### config.mk
export PLATFORM = sky130hd
export DESIGN_NAME = tc_core
export DESIGN_NICKNAME = d
export VERILOG_FILES = /design/src/inc/tc_pkg.sv /design/src/rtl/tc_core.sv
export SDC_FILE = /design/constraint.sdc
export NUM_CORES = 1
export LEC_CHECK = 0
export ABC_CLOCK_PERIOD_IN_PS = 5800
export BUFFER_PORTS_ARGS = -buffer_cell sky130_fd_sc_hd__buf_2
export CELL_PAD_IN_SITES_DETAIL_PLACEMENT = 1
export CELL_PAD_IN_SITES_GLOBAL_PLACEMENT = 2
export CORE_MARGIN = 2
export CORE_UTILIZATION = 38
export DETAILED_ROUTE_END_ITERATION = 6
export GPL_TIMING_DRIVEN = 0
export PLACE_DENSITY = 0.95
export SLEW_MARGIN = 20
export SYNTH_ARGS = -nofsm -noshare
export SYNTH_HDL_FRONTEND = slang
export SYNTH_SLANG_ARGS = --single-unit
### constraint.sdc
create_clock -name CLK -period 5.8 [get_ports CLK]
set_input_delay 0.87 -clock CLK [delete_from_list [all_inputs] [get_ports CLK]]
set_output_delay 0.87 -clock CLK [all_outputs]
set_load 0.05 [all_outputs]
### src/inc/tc_pkg.sv
// Constants, types and register map of the up/down timer/counter block.
// Assumes a single clock domain (CLK) and an APB master with 32-bit data.
//
// Overview of operation
// - Sixteen-bit up/down counter with compare and PWM.
// - Watchdog, clear-on-match, fast PWM, dual-slope PWM.
// - Counting clock source chosen by configuration.
// - Programmable prescaler divides the selected clock.
// - Overflow, compare and capture interrupt causes.
// - One level interrupt output to user logic.
// - Wake-up pulse to the standby controller.
// - Capture input rising edge stamps the count.
// - Capture only in non-PWM modes with bus.
// - Stand-alone: interrupt output shows counter overflow.
// - With bus: interrupt gated by status, mask, enable.
// - External reset pin enable preset always on.
// - Glitch-free PWM with variable period on output.
// - Stand-alone runs from preloaded registers, pin reset.
// - Registers reachable by bus master over the bus.
package tc_pkg;

	// ==========================================================
	// Register byte offsets
	localparam logic [7:0] OFS_CTRL    = 8'h00;
	localparam logic [7:0] OFS_TOP     = 8'h04;
	localparam logic [7:0] OFS_CMP     = 8'h08;
	localparam logic [7:0] OFS_COUNT   = 8'h0C;
	localparam logic [7:0] OFS_CAPTURE = 8'h10;
	localparam logic [7:0] OFS_STATUS  = 8'h14;
	localparam logic [7:0] OFS_MASK    = 8'h18;
	localparam logic [7:0] OFS_IRQ_EN  = 8'h1C;

	// ==========================================================
	// Control register fields
	localparam int CTRL_RUN     = 0;   // Counter runs
	localparam int CTRL_MODE_LO = 1;   // Two bits of mode
	localparam int CTRL_SRC     = 3;   // 0 system clock, 1 pin clock
	localparam int CTRL_PRE_LO  = 4;   // Three bits of prescale
	localparam int CTRL_CAP_EN  = 7;   // Capture enable
	localparam int CTRL_INV     = 8;   // Output polarity

	// ==========================================================
	// Status bit positions
	localparam int ST_OVF = 0;
	localparam int ST_CMP = 1;
	localparam int ST_CAP = 2;

	// ==========================================================
	// Reset and preload values
	localparam logic [8:0]  CTRL_RESET    = 9'h000;
	localparam logic [15:0] TOP_RESET     = 16'hFFFF;
	localparam logic [15:0] CMP_RESET     = 16'h8000;
	localparam logic [15:0] START_VALUE   = 16'h0000;
	localparam logic [2:0]  IRQ_RESET     = 3'h0;
	localparam logic [8:0]  CTRL_PRELOAD  = 9'h001;
	localparam logic        RST_PIN_ENA   = 1'b1;

	// ==========================================================
	// Operating modes
	typedef enum logic [1:0] {
		MODE_WDOG,
		MODE_CTC,
		MODE_FPWM,
		MODE_PFCPWM
	} mode_t;

	// Counting direction state
	typedef enum logic {
		DIR_UP,
		DIR_DOWN
	} dir_t;

	// ==========================================================
	// Complete state of the block
	typedef struct packed {
		logic [8:0]  ctrl;
		logic [15:0] top;
		logic [15:0] cmp;
		logic [15:0] top_buf;
		logic [15:0] cmp_buf;
		logic [15:0] count;
		logic [15:0] capture;
		logic [2:0]  status;
		logic [2:0]  mask;
		logic [2:0]  irq_en;
		logic [7:0]  prescale;
		dir_t        dir;
		logic        tclk_sync1;
		logic        tclk_sync2;
		logic        tclk_prev;
		logic        cap_sync1;
		logic        cap_sync2;
		logic        cap_prev;
		logic        wave;
		logic        wake;
		logic [31:0] rdata;
	} state_t;

endpackage

### src/rtl/tc_core.sv
// Up/down timer/counter with compare output, PWM and input capture.
// Assumes CLK at 40 MHz, synchronous active-low RESETN, APB master.
//
// The implementer's own choices: register access over APB and the register offsets.
`timescale 1ns/10ps

module tc_core (
	// Clock, enable and reset
	input  wire logic        CLK,
	input  wire logic        CE,
	input  wire logic        RESETN,
	input  wire logic        TIMER_RESET_LOW,
	// Configuration strap and pin count clock
	input  wire logic        BUS_MODE,
	input  wire logic        TIMER_CLOCK_IN,
	// APB slave
	input  wire logic        PSEL,
	input  wire logic        PENABLE,
	input  wire logic        PWRITE,
	input  wire logic [7:0]  PADDR,
	input  wire logic [31:0] PWDATA,
	output logic      [31:0] PRDATA,
	output logic             PREADY,
	output logic             PSLVERR,
	// Timer pins
	input  wire logic        CAPTURE_TRIGGER_IN,
	output logic             COMPARE_WAVE_OUT,
	output logic             TIMER_IRQ_OUT,
	output logic             WAKE_OUT,
	output logic             TIMER_RESET_PIN_ENABLE,
	output logic      [15:0] RUNNING_COUNT
);
	import tc_pkg::*;

	// ==========================================================
	// Address decode, used only for the PSLVERR error response
	function automatic logic known_addr(input logic [7:0] a);
		known_addr = (a == OFS_CTRL) || (a == OFS_TOP) ||
			(a == OFS_CMP) || (a == OFS_COUNT) ||
			(a == OFS_CAPTURE) || (a == OFS_STATUS) ||
			(a == OFS_MASK) || (a == OFS_IRQ_EN);
	endfunction

	// Prescaler terminal count for a 3-bit setting
	function automatic logic [7:0] pre_limit(input logic [2:0] s);
		pre_limit = 8'(( 9'h001 << s) - 9'h001);
	endfunction

	// ==========================================================
	// State registers
	state_t st;         // Present state
	state_t next_st;    // Next state

	// Decoded controls
	mode_t       mode;        // Active mode
	logic [2:0]  pre_sel;     // Prescale setting
	logic        src_pin;     // Count the pin clock
	logic        pwm_mode;    // Either PWM mode
	logic        acc;         // APB access phase
	logic        wr;          // APB write strobe
	logic        tick;        // Source edge seen
	logic        step;        // Counter advances now
	logic        at_top;      // Count at period end
	logic        at_zero;     // Count at bottom
	logic        match;       // Count equals compare
	logic        ovf_ev;      // Overflow event
	logic        cmp_ev;      // Compare event
	logic        cap_ev;      // Capture event
	logic [2:0]  events;      // All events
	logic        irq_bus;     // Gated bus interrupt
	logic        ovf_flag;    // Stand-alone overflow flag

	assign mode     = mode_t'(st.ctrl[CTRL_MODE_LO +: 2]);
	assign pre_sel  = st.ctrl[CTRL_PRE_LO +: 3];
	assign src_pin  = st.ctrl[CTRL_SRC];
	assign pwm_mode = (mode == MODE_FPWM) || (mode == MODE_PFCPWM);
	assign acc      = PSEL && PENABLE;
	assign wr       = acc && PWRITE && BUS_MODE;
	assign tick     = src_pin ? (st.tclk_sync2 && !st.tclk_prev) : 1'b1;
	// At or past the limit, so a smaller new setting takes hold at once
	assign step     = st.ctrl[CTRL_RUN] && tick &&
		(st.prescale >= pre_limit(pre_sel));
	assign at_top   = (st.count == st.top);
	assign at_zero  = (st.count == START_VALUE);
	assign match    = (st.count == st.cmp);

	// Overflow ends a period, none in clear-on-match mode; dual-slope PWM counts it at the bottom
	assign ovf_ev = step && ((mode == MODE_PFCPWM) ?
		(at_zero && st.dir == DIR_DOWN) :
		(mode == MODE_CTC) ? 1'b0 : at_top);
	assign cmp_ev = step && match;
	// Capture only outside PWM and with the bus present
	assign cap_ev = st.ctrl[CTRL_CAP_EN] && !pwm_mode && BUS_MODE &&
		st.cap_sync2 && !st.cap_prev;
	assign events = {cap_ev, cmp_ev, ovf_ev};

	// ==========================================================
	// Interrupt gating through status, mask and enable registers
	assign irq_bus  = |(st.status & st.mask & st.irq_en);
	assign ovf_flag = st.status[ST_OVF];

	// ==========================================================
	// Outputs from registers; PREADY and TIMER_RESET_PIN_ENABLE are constant, PSLVERR decoded from the bus
	assign PRDATA                 = st.rdata;
	assign PREADY                 = 1'b1;
	assign PSLVERR                = acc && !known_addr(PADDR);
	assign COMPARE_WAVE_OUT       = st.wave ^ st.ctrl[CTRL_INV];
	assign TIMER_IRQ_OUT          = BUS_MODE ? irq_bus : ovf_flag;
	assign WAKE_OUT               = st.wake;
	assign TIMER_RESET_PIN_ENABLE = RST_PIN_ENA;
	assign RUNNING_COUNT          = st.count;

	// ==========================================================
	// Next-state logic
	always_comb begin
		next_st = st;

		// Synchronise pin clock and capture trigger
		next_st.tclk_sync1 = TIMER_CLOCK_IN;
		next_st.tclk_sync2 = st.tclk_sync1;
		next_st.tclk_prev  = st.tclk_sync2;
		next_st.cap_sync1  = CAPTURE_TRIGGER_IN;
		next_st.cap_sync2  = st.cap_sync1;
		next_st.cap_prev   = st.cap_sync2;

		// Prescaler counts source ticks
		if (st.ctrl[CTRL_RUN] && tick) begin
			if (st.prescale >= pre_limit(pre_sel)) begin
				next_st.prescale = 8'h00;
			end else begin
				next_st.prescale = st.prescale + 8'h01;
			end
		end

		// Counter stepping per mode
		if (step) begin
			case (mode)
				MODE_WDOG: begin
					// Free run, wraps at the period value
					next_st.count = at_top ? START_VALUE
						: st.count + 16'h0001;
				end
				MODE_CTC: begin
					// Reload after the compare match
					next_st.count = match ? START_VALUE
						: st.count + 16'h0001;
				end
				MODE_FPWM: begin
					// Single slope, buffers take effect at wrap
					if (at_top) begin
						next_st.count = START_VALUE;
						next_st.top   = st.top_buf;
						next_st.cmp   = st.cmp_buf;
					end else begin
						next_st.count = st.count + 16'h0001;
					end
				end
				MODE_PFCPWM: begin
					// Dual slope, buffers taken at the bottom
					if (st.dir == DIR_UP) begin
						if (at_top) begin
							next_st.dir   = DIR_DOWN;
							next_st.count = st.count - 16'h0001;
						end else begin
							next_st.count = st.count + 16'h0001;
						end
					end else begin
						if (at_zero) begin
							next_st.dir   = DIR_UP;
							next_st.top   = st.top_buf;
							next_st.cmp   = st.cmp_buf;
							next_st.count = st.count + 16'h0001;
						end else begin
							next_st.count = st.count - 16'h0001;
						end
					end
				end
				default: begin
					next_st.count = START_VALUE;
				end
			endcase
		end

		// Waveform generation per mode
		if (step) begin
			case (mode)
				MODE_FPWM: begin
					// Set at wrap, clear on match
					if (at_top) begin
						next_st.wave = 1'b1;
					end else if (match) begin
						next_st.wave = 1'b0;
					end
				end
				MODE_PFCPWM: begin
					// Clear on match rising, set on match falling
					if (match) begin
						next_st.wave = (st.dir == DIR_DOWN);
					end
				end
				default: begin
					// Toggle on compare match
					if (match) begin
						next_st.wave = !st.wave;
					end
				end
			endcase
		end

		// Capture stamps the count
		if (cap_ev) begin
			next_st.capture = st.count;
		end

		// Wake pulse on any unmasked event
		next_st.wake = |(events & st.mask);

		// Register writes over APB
		if (wr) begin
			case (PADDR)
				OFS_CTRL: begin
					next_st.ctrl = PWDATA[8:0];
				end
				OFS_TOP: begin
					next_st.top_buf = PWDATA[15:0];
					if (!pwm_mode) begin
						next_st.top = PWDATA[15:0];
					end
				end
				OFS_CMP: begin
					next_st.cmp_buf = PWDATA[15:0];
					if (!pwm_mode) begin
						next_st.cmp = PWDATA[15:0];
					end
				end
				OFS_COUNT: begin
					next_st.count = PWDATA[15:0];
				end
				OFS_STATUS: begin
					next_st.status = st.status & ~PWDATA[2:0];
				end
				OFS_MASK: begin
					next_st.mask = PWDATA[2:0];
				end
				OFS_IRQ_EN: begin
					next_st.irq_en = PWDATA[2:0];
				end
				default: begin
					next_st.status = st.status;
				end
			endcase
		end

		// Events set status; set beats a clear in the same cycle
		next_st.status = next_st.status | events;

		// Stand-alone: overflow flag clears at the next counter step without overflow
		if (!BUS_MODE && step && !ovf_ev) begin
			next_st.status[ST_OVF] = 1'b0;
		end

		// Read data captured in the setup phase, shown for the access only
		next_st.rdata = 32'h0000_0000;
		if (PSEL && !PENABLE && !PWRITE && BUS_MODE) begin
			case (PADDR)
				OFS_CTRL:    next_st.rdata = {23'h000000, st.ctrl};
				OFS_TOP:     next_st.rdata = {16'h0000, st.top_buf};
				OFS_CMP:     next_st.rdata = {16'h0000, st.cmp_buf};
				OFS_COUNT:   next_st.rdata = {16'h0000, st.count};
				OFS_CAPTURE: next_st.rdata = {16'h0000, st.capture};
				OFS_STATUS:  next_st.rdata = {29'h00000000, st.status};
				OFS_MASK:    next_st.rdata = {29'h00000000, st.mask};
				OFS_IRQ_EN:  next_st.rdata = {29'h00000000, st.irq_en};
				default:     next_st.rdata = 32'h0000_0000;
			endcase
		end
	end

	// ==========================================================
	// State register: bus reset or enabled pin reset loads the reset values
	always_ff @(posedge CLK) begin
		if (!RESETN || (RST_PIN_ENA && !TIMER_RESET_LOW)) begin
			st          <= '0;
			st.ctrl     <= CTRL_RESET;
			st.top      <= TOP_RESET;
			st.cmp      <= CMP_RESET;
			st.top_buf  <= TOP_RESET;
			st.cmp_buf  <= CMP_RESET;
			st.mask     <= IRQ_RESET;
			st.irq_en   <= IRQ_RESET;
			st.dir      <= DIR_UP;
		end else if (CE) begin
			st <= next_st;
			// Stand-alone forces the preloaded control word
			if (!BUS_MODE) begin
				st.ctrl <= CTRL_PRELOAD;
			end
		end
	end

endmodule

==> results of run 1 <==
==> registers in the layout (all words and copies together), names as in the netlist, 2 cells and up <==
register / flops
pre_sel: 3
RUNNING_COUNT: 16
mode: 2
next_st: 4
st: 103
PRDATA: 16
==> power by group through the flow <==
stage | Combinational (mW) | Sequential, mW | Clock, mW
2_1_floorplan | 0.104 | 1.04 | 0
3_3_place_gp | 0.163 | 1.04 | 0
3_5_place_dp | 0.164 | 1.04 | 0
4_1_cts | 0.165 | 1.01 | 1.21
5_1_grt | 0.177 | 1.01 | 1.25
6_report | 0.169 | 1.01 | 1.22
==> routing by layer <==
metal	wire length, um	vias up	global-route usage, %
met5	0	-	0
met4	1150	0	11.4
met2	15900	393	46.5
li1	-	4095	-
met3	2270	76	4.19
met1	14700	4404	36.4
==> path summary, 6_finish.rpt <==
check	start	endpoint	cells after the start
worst min-delay path	st[62]	st[62]	2
worst min register to register	st[62]	st[62]	2
worst max-delay path	pre_sel[0]	RUNNING_COUNT[10]	16
worst max register to register	pre_sel[0]	RUNNING_COUNT[10]	16
==> kinds of logic (layout without fill, tap and decap cells) <==
| kind of cell | count (synthesis) | in the layout | share of synthesized area [%] |
|---|---|---|---|
| AO/OA/AOI/OAI | 296 | 296 | 23.4 |
| buffers and inverters | 174 | 271 | 10.6 |
| adder cells (fa/ha/maj) | 12 | 12 | 1.72 |
| flip-flops | 147 | 147 | 33.7 |
| XOR/XNOR | 46 | 46 | 4.61 |
| AND/OR/NAND/NOR | 400 | 400 | 23.0 |
| other | 2 | 19 | 0.0860 |
| multiplexers | 25 | 25 | 2.87 |
==> final cells by class <==
class | instances | share of cell area (%)
multi-input combinational | 798 | 48.7
sequential | 147 | 29.1
buffer | 138 | 7.85
clock buffer | 21 | 4.46
tap | 285 | 3.53
timing repair buffer | 65 | 3.22
clock inverter | 11 | 1.73
inverter | 36 | 1.34
==> cells in the final DEF (no fill, tap or decap), types with 22 or more instances in the layout <==
| cell type | n |
|---|---|
| sky130_fd_sc_hd__a21oi_1 | 90 |
| sky130_fd_sc_hd__a22oi_1 | 38 |
| sky130_fd_sc_hd__and2_1 | 22 |
| sky130_fd_sc_hd__buf_2 | 87 |
| sky130_fd_sc_hd__buf_4 | 56 |
| sky130_fd_sc_hd__clkbuf_1 | 57 |
| sky130_fd_sc_hd__dfxtp_1 | 147 |
| sky130_fd_sc_hd__inv_1 | 36 |
| sky130_fd_sc_hd__mux2i_1 | 25 |
| sky130_fd_sc_hd__nand2_1 | 156 |
| sky130_fd_sc_hd__nand3_1 | 40 |
| sky130_fd_sc_hd__nor2_1 | 72 |
| sky130_fd_sc_hd__o21ai_0 | 27 |
| sky130_fd_sc_hd__xor2_1 | 42 |
==> per-stage QoR <==
step | hold WS (ns) | area, um^2
2_1_floorplan | 0.436 | 8800
4_1_cts | 0.458 | 10100
3_5_place_dp | 0.450 | 9480
3_3_place_gp | 0.441 | 9480
6_report | 0.457 | 10100
5_1_grt | 0.470 | 10100
==> worst max-delay path, stage by stage (launching register included) <==
cell and delay (ns):
sky130_fd_sc_hd__dfxtp_1 0.31, sky130_fd_sc_hd__clkbuf_1 0.28, sky130_fd_sc_hd__or3_1 0.48, sky130_fd_sc_hd__ha_1 0.21
sky130_fd_sc_hd__clkbuf_1 0.17, sky130_fd_sc_hd__nor3_1 0.18, sky130_fd_sc_hd__a21o_1 0.11, sky130_fd_sc_hd__a21oi_1 0.06
sky130_fd_sc_hd__ha_1 0.32, sky130_fd_sc_hd__a21o_1 0.16, sky130_fd_sc_hd__a2111oi_0 0.45, sky130_fd_sc_hd__o21ai_1 0.32
sky130_fd_sc_hd__nand2_1 0.19, sky130_fd_sc_hd__clkbuf_1 0.52, sky130_fd_sc_hd__o21ai_0 0.23, sky130_fd_sc_hd__a211oi_1 0.37
sky130_fd_sc_hd__o32ai_1 0.16
==> impl_summary.txt, run 1 <==
----------------------------------------------------
[Global route]
  Total congestion overflow after global routing ... 0
  Wire length of the first global-routing pass ... around 52 mm
  Maximum number of pins on one net before global-route repair ... 17
  Via count of the first global-routing pass ... between 8000 and 9000
  Initial antenna violation count ... 0
  GR Util All Layers ... between 20 and 30%

[Clock tree]
  Hold-fix buffers, CTS ... 0
  Clock tree from TritonCTS ... done
  Register clock-pin slew on the reported worst setup and hold paths ... about 0.06 ns
  Maximum level of the CTS H-tree ... 4
  Number of cells upsized or downsized after cts ... 0
  Clock Tree Root ... sky130_fd_sc_hd__clkbuf_16
  Maximum root-to-sink buffer count ... 2
  Number of clock sinks ... between 100 and 150
  Clock insertion delay at the later pin of the skew report ... approximately 0.44 ns
  Count of buffers added by post-CTS timing repair for setup ... 0
  Cts bufs inserted ... 17

[Cells and area]
  Layout cell share with drive strength beyond 1 ... 17.4%
  Share of the core filled with cells ... ~45%
  Number of antenna repair diodes ... 0
  Multi-input gate area in the final layout ... between 4000 and 5000 um^2
  Register Area ... a little under 3000 um^2
  Area growth from synthesis to layout ... 15.7%
  Fill cell instance count of the final layout ... roughly 2800
  Number of nets in the layout ... around 1300
  Final Instance Count excl. Fillers ... between 1500 and 2000

[Die]
  Die extent in y ... about 160 um
  IO Count ... 104
  Effective utilization at floorplan ... around two fifths
  Core region area ... roughly 23000 um^2
  Die outline area ... about 24000 um^2
  Row count ... 55
  Die width ... around 160 um

[Place]
  Placer's final routability congestion estimate ... between 0.9 and 1
  Pre-CTS WS ... about 1.2 ns
  Final HPWL from detailed placement ... roughly 25 mm
  Cell count after placement ... 1469
  Number of input and output port buffers inserted ... 65

[Run status]
  Result of the run ... finished, final reports clean

[Timing]
  Fin worst setup slack ... about 1.1 ns
  Period Utilization, post-route ... between 80% and 90%
  Max Slew Vio Count ... 0
  Actual slew at the worst max-slew pin ... between 1 and 1.5 ns
  Number of setup violations in the final report ... 0
  Setup Skew ... roughly 0.0092 ns
  Final total negative setup slack ... 0 ns
  Count of endpoints failing hold in the final timing report ... 0
  Unrepaired setup endpoints after global routing ... false
  Minimum clock period ... around 4.7 ns
  Tightest slew margin relative to the limit ... 27.4%
  Highest attainable clock frequency ... 215 MHz

[Worst setup path]
  Worst EP required ... between 6 and 7 ns
  Worst Path Class, Setup ... reg2reg
  Flop-to-flop setup slack ... about 1.1 ns
  Biggest fanout along the worst timing path ... 10
  Capturing element type of the critical path ... flop
  Endpoint arrival time on the critical path ... slightly below 5 ns
  Startpoint types ... flop

[Yosys]
  Area share of the largest cell type after synthesis ... between 30 and 40%
  YS warnings ... 0
  Unique masters post-synth ... between 70 and 80
  Biggest area contributors in the synthesized netlist ... sky130_fd_sc_hd__dfxtp_1 34%, sky130_fd_sc_hd__nand2_1 6.7%, sky130_fd_sc_hd__a21oi_1 5.2%, sky130_fd_sc_hd__buf_4 4.8%, sky130_fd_sc_hd__xor2_1 4.2%
  Average cell area after synthesis ... roughly 8 um^2
  Synthesized instance count ... between 1000 and 1500
  Post-synthesis sequential element count ... about 150
  Main synth FF type ... sky130_fd_sc_hd__dfxtp_1
  Synthesized area ... approximately 8700 um^2
  Number of synthesized flops with an enable pin ... 0
  Yosys top cell by area ... sky130_fd_sc_hd__dfxtp_1
  Async SR Flop Fraction ... 0%
  Dominant cell by count in the synthesized netlist ... sky130_fd_sc_hd__nand2_1
  Top cells by instance count after synthesis ... 156 x sky130_fd_sc_hd__nand2_1, 147 x sky130_fd_sc_hd__dfxtp_1, 90 x sky130_fd_sc_hd__a21oi_1, 72 x sky130_fd_sc_hd__nor2_1, 56 x sky130_fd_sc_hd__buf_4
  Sequential fraction of the synthesis area ... between 30 and 40%

[Min path]
  Hold crit path type ... reg2reg

[Pwr]
  Part of the total power dissipated in combinational logic ... around 7.0%
  Overall Power ... approximately 2.4 mW
  Part of the total power dissipated in sequential elements ... 42.2%
  Power dissipated by switching net loads ... 0.610 mW
  Int Power ... 1.79 mW
  IR drop worst, VDD ... 0.210 mV
  Leak ... roughly 4.0 nW
  Net Sw Frac ... around 25%
  Power per Cell Area ... about 240 nW/um^2
  Clock share of power ... about 51%

[Routing]
  Post-detailed-route count of antenna-violating nets ... 0
  Wire length per cell after detailed routing ... 22.7 um
  Number of search-and-repair iterations in the first detailed-routing pass ... 5
  Total via count in the routed design ... between 8000 and 9000
  Drt drc ... 0
  Routed WL ... between 30 and 40 mm
  Starting DRC count in detailed routing ... around 890
  Vias per cell ... 5.97

[Job]
  Max Cap Violations ... 0

----------------------------------------------------
No activity file was read; power rests on OpenSTA's default activity.
==> run 2, diff against run 1 <==
--- a/config.mk
+++ b/config.mk
@@ -5,15 +5,16 @@
 export SDC_FILE = /design/constraint.sdc
 export NUM_CORES = 1
 export LEC_CHECK = 0
-export ABC_CLOCK_PERIOD_IN_PS = 5800
+export ABC_AREA = 1
+export ABC_CLOCK_PERIOD_IN_PS = 3950
 export BUFFER_PORTS_ARGS = -buffer_cell sky130_fd_sc_hd__buf_2
 export CELL_PAD_IN_SITES_DETAIL_PLACEMENT = 1
 export CELL_PAD_IN_SITES_GLOBAL_PLACEMENT = 2
 export CORE_MARGIN = 2
-export CORE_UTILIZATION = 38
+export CORE_UTILIZATION = 29
 export DETAILED_ROUTE_END_ITERATION = 6
 export GPL_TIMING_DRIVEN = 0
-export PLACE_DENSITY = 0.95
+export PLACE_DENSITY = 0.86
 export SLEW_MARGIN = 20
 export SYNTH_ARGS = -nofsm -noshare
 export SYNTH_HDL_FRONTEND = slang
==> constraint.sdc (replaced) <==
create_clock -name CLK -period 3.95 [get_ports CLK]
set_input_delay 0.5925 -clock CLK [delete_from_list [all_inputs] [get_ports CLK]]
set_output_delay 0.5925 -clock CLK [all_outputs]
set_load 0.05 [all_outputs]
==> impl_summary.txt, run 2 <==
----------------------------------------------------
[Run status]
  Result of the run ... finished, final reports clean

[Timing]
  Actual slew at the worst max-slew pin ... 0.919 ns (-0.162 ns)
  Final total negative setup slack ... 0 ns (unchanged)
  Highest attainable clock frequency ... 278 MHz (+30%)
  Unrepaired setup endpoints after global routing ... false
  Period Utilization, post-route ... 90.9% (+11 points)
  WHS ... 0.400 ns (-0.0579 ns)
  Max Slew Vio Count ... 0 (unchanged)
  Number of setup violations in the final report ... 0 (unchanged)
  Tightest slew margin relative to the limit ... 38.7% (+11 points)
  Minimum clock period ... 3.59 ns (-1.07 ns)
  Count of endpoints failing hold in the final timing report ... 0 (unchanged)
  Setup Skew ... 0.0183 ns (+0.00913 ns)

[Place]
  Placer's final routability congestion estimate ... 0.922 (+1.9%)
  Number of input and output port buffers inserted ... 67 (+3.1%)
  Cell count after placement ... 2077 (+41%)
  Area of placed instances ... 10600 um^2 (+12%)
  Final HPWL from detailed placement ... 32.5 mm (+28%)

[Worst setup path]
  Worst Path Class, Setup ... reg2reg
  Biggest fanout along the worst timing path ... 10 (unchanged)
  Startpoint types ... flop
  Worst EP required ... 4.29 ns (-1.82 ns)
  Endpoint arrival time on the critical path ... 3.94 ns (-1.02 ns)
  Capturing element type of the critical path ... flop

[Global route]
  Maximum number of pins on one net before global-route repair ... 17 (unchanged)
  Wire length of the first global-routing pass ... 64.7 mm (+26%)
  Via count of the first global-routing pass ... 11100 (+27%)
  Total congestion overflow after global routing ... 0 (unchanged)
  GR Util All Layers ... 24.2% (-3.8 points)
  Initial antenna violation count ... 0 (unchanged)

[Yosys]
  Average cell area after synthesis ... 6.24 um^2 (-21%)
  Number of synthesized flops with an enable pin ... 0 (unchanged)
  Synthesized area ... 9670 um^2 (+11%)
  Yosys top cell by area ... sky130_fd_sc_hd__dfxtp_1
  Area share of the largest cell type after synthesis ... 30.4% (-3.3 points)
  Post-synthesis sequential element count ... 147 (unchanged)
  YS warnings ... 0 (unchanged)
  Unique masters post-synth ... 42 (-46%)
  Async SR Flop Fraction ... 0% (unchanged)
  Synthesized instance count ... 1551 (+41%)
  Biggest area contributors in the synthesized netlist ... sky130_fd_sc_hd__dfxtp_1 30%, sky130_fd_sc_hd__nand2_1 17%, sky130_fd_sc_hd__inv_1 6.8%, sky130_fd_sc_hd__a21oi_1 6.4%, sky130_fd_sc_hd__o21ai_0 6.3%
  Sequential fraction of the synthesis area ... 30.4% (-3.3 points)
  Dominant cell by count in the synthesized netlist ... sky130_fd_sc_hd__nand2_1
  Top cells by instance count after synthesis ... 450 x sky130_fd_sc_hd__nand2_1, 174 x sky130_fd_sc_hd__inv_1, 147 x sky130_fd_sc_hd__dfxtp_1, 124 x sky130_fd_sc_hd__a21oi_1, 122 x sky130_fd_sc_hd__o21ai_0
  Main synth FF type ... sky130_fd_sc_hd__dfxtp_1

[Cells and area]
  Multi-input gate area in the final layout ... 5360 um^2 (+8.7%)
  Area growth from synthesis to layout ... 16.2%
  Number of antenna repair diodes ... 0 (unchanged)
  Register name with the most flops ... st
  Final Instance Count excl. Fillers ... 2109 (+41%)
  Number of flip-flops under the largest register name ... 103 (unchanged)
  Number of nets in the layout ... 1716 (+36%)
  Register Area ... 2940 um^2 (about the same)
  Fill cell instance count of the final layout ... 4374 (+58%)
  Final Cell Area ... 11200 um^2 (+11%)
  Most frequent standard cell in the layout excluding fill and tap cells ... sky130_fd_sc_hd__nand2_1
  Layout cell share with drive strength beyond 1 ... 14.3% (-3.1 points)
  Commonest cells after routing, fill and taps aside ... 449 x sky130_fd_sc_hd__nand2_1, 174 x sky130_fd_sc_hd__inv_1, 146 x sky130_fd_sc_hd__dfxtp_1, 124 x sky130_fd_sc_hd__a21oi_1, 121 x sky130_fd_sc_hd__o21ai_0

[Routing]
  Vias per cell ... 5.11 (-14%)
  Wire length per cell after detailed routing ... 20.1 um (-12%)
  Post-detailed-route count of antenna-violating nets ... 0 (unchanged)
  Total via count in the routed design ... 10800 (+20%)
  Uppermost signal routing layer after detailed routing ... met4
  Starting DRC count in detailed routing ... 805 (-9.2%)
  Routed length on met1 ... 19.2 mm (+31%)
  Routed WL ... 42.3 mm (+24%)
  Drt drc ... 0 (unchanged)
  Total length of routed met3 wires ... 2.05 mm (-9.7%)
  Routed wire length on met2 ... 19.7 mm (+24%)
  Number of search-and-repair iterations in the first detailed-routing pass ... 5 (unchanged)

[Pwr]
  IR drop worst, VDD ... 0.294 mV (+40%)
  Overall Power ... 3.45 mW (+44%)
  Leak ... 5.07 nW (+27%)
  Power per Cell Area ... 307 nW/um^2 (+29%)

[Clock tree]
  Register clock-pin slew on the reported worst setup and hold paths ... 0.08 ns (+0.02 ns)
  Number of clock sinks ... 147 (unchanged)
  Cts bufs inserted ... 17 (unchanged)
  Hold-fix buffers, CTS ... 0 (unchanged)
  Clock insertion delay at the later pin of the skew report ... 0.45 ns (about the same)
  Clock tree from TritonCTS ... done
  Maximum root-to-sink buffer count ... 2 (unchanged)
  Clock Tree Root ... sky130_fd_sc_hd__clkbuf_16
  Maximum level of the CTS H-tree ... 4 (unchanged)

[Min path]
  Hold crit path type ... in2reg

[Die]
  Core region area ... 32700 um^2 (+45%)
  IO Count ... 104 (unchanged)
  Die outline area ... 34800 um^2 (+44%)
  Effective utilization at floorplan ... 29.6% (-9.1 points)
  Die extent in y ... 187 um (+20%)
  Die width ... 187 um (+20%)
  Row count ... 66 (+20%)

[Job]
  Max Cap Violations ... 0 (unchanged)

----------------------------------------------------
-- run 2: changes by cell type after synthesis, moves of 13 or more --
| cell | before | now |
|---|---|---|
| sky130_fd_sc_hd__nand3_1 | 40 | 96 |
| sky130_fd_sc_hd__a211oi_1 | 21 | 2 |
| sky130_fd_sc_hd__inv_1 | 36 | 174 |
| sky130_fd_sc_hd__o211ai_1 | 5 | 26 |
| sky130_fd_sc_hd__mux2i_1 | 25 | 0 |
| sky130_fd_sc_hd__or2_2 | 0 | 13 |
| sky130_fd_sc_hd__a21oi_1 | 90 | 124 |
| sky130_fd_sc_hd__and2_1 | 22 | 0 |
| sky130_fd_sc_hd__a22oi_1 | 38 | 0 |
| sky130_fd_sc_hd__and3_1 | 21 | 0 |
| sky130_fd_sc_hd__a21oi_2 | 1 | 14 |
| sky130_fd_sc_hd__nor2_1 | 72 | 89 |
| sky130_fd_sc_hd__nand2_1 | 156 | 450 |
| sky130_fd_sc_hd__o21ai_0 | 27 | 122 |
-- run 2: path summary, 6_finish.rpt --
path	from	to	slack (ns)	depth (start not counted)
max	pre_sel[2]	st[43]	0.36	20
min	TIMER_CLOCK_IN	next_st[38]	0.40	3
max reg2reg	pre_sel[2]	st[43]	0.36	20
min reg2reg	st[66]	st[66]	0.45	2
-- run 2: per-stage QoR --
stage	worst slack, ns	utilization (%)
floorplan	0.922	-
global route	0.0347	34.4
finish	0.359	34.4
detailed placement	-0.546	32.5
CTS	0.0371	34.3
global placement	-0.344	32.5
-- run 2: cell type report --
cell class | count | area share (%)
well taps | 442 | 4.92
clock buffers | 18 | 3.82
inverters | 189 | 6.36
flip-flops and latches | 147 | 26.2
clock inverters | 14 | 1.27
repair buffers | 67 | 2.98
plain buffers | 133 | 6.82
multi-input cells | 1099 | 47.6
-- run 2: logic make-up (layout without fill, tap and decap cells) --
| group | after synthesis | count (layout) | synth area share (%) |
|---|---|---|---|
| buffers and inverters | 322 | 421 | 15.1 |
| xor gates and xnor gates | 34 | 34 | 3.08 |
| DFF | 147 | 147 | 30.4 |
| other | 2 | 19 | 0.0776 |
| and+or+nand+nor | 678 | 678 | 28.9 |
| AOI/OAI and AO/OA | 356 | 356 | 20.8 |
| adders and majority gates | 12 | 12 | 1.55 |
-- run 2: critical path, cell delays in order, from the launching register on --
cell and delay [ns]:
sky130_fd_sc_hd__dfxtp_2 0.41, sky130_fd_sc_hd__clkinv_2 0.15, sky130_fd_sc_hd__nand2_1 0.13, sky130_fd_sc_hd__ha_1 0.20
sky130_fd_sc_hd__inv_1 0.09, sky130_fd_sc_hd__a211oi_2 0.24, sky130_fd_sc_hd__o21ai_0 0.15, sky130_fd_sc_hd__nor2_1 0.11
sky130_fd_sc_hd__a21oi_1 0.05, sky130_fd_sc_hd__ha_1 0.27, sky130_fd_sc_hd__nand2_1 0.07, sky130_fd_sc_hd__nor2_2 0.15
sky130_fd_sc_hd__nand4_1 0.13, sky130_fd_sc_hd__nand3_2 0.14, sky130_fd_sc_hd__nand2_4 0.16, sky130_fd_sc_hd__nor2_1 0.31
sky130_fd_sc_hd__inv_1 0.15, sky130_fd_sc_hd__nand2_1 0.28, sky130_fd_sc_hd__inv_1 0.14, sky130_fd_sc_hd__nand3_1 0.09
sky130_fd_sc_hd__inv_1 0.04
-- run 2: layer usage --
metal,global-route usage (%),up-vias
li1,-,5135
met1,31.8,5240
met2,40.4,329
met3,3.27,76
met4,8.70,0
met5,0,-
-- run 2: report_power, final --
part / total (mW) / switching [mW] / internal (mW)
sequential: 1.50 / 0.00857 / 1.49
combinational: 0.281 / 0.215 / 0.0654
clock: 1.67 / 0.832 / 0.839
-- run 2: timing repair --
item,in CTS,in global routing
resized for setup,7,11
setup buffers,0,0
endpoints found under the setup margin,57,57
gates cloned,0,0
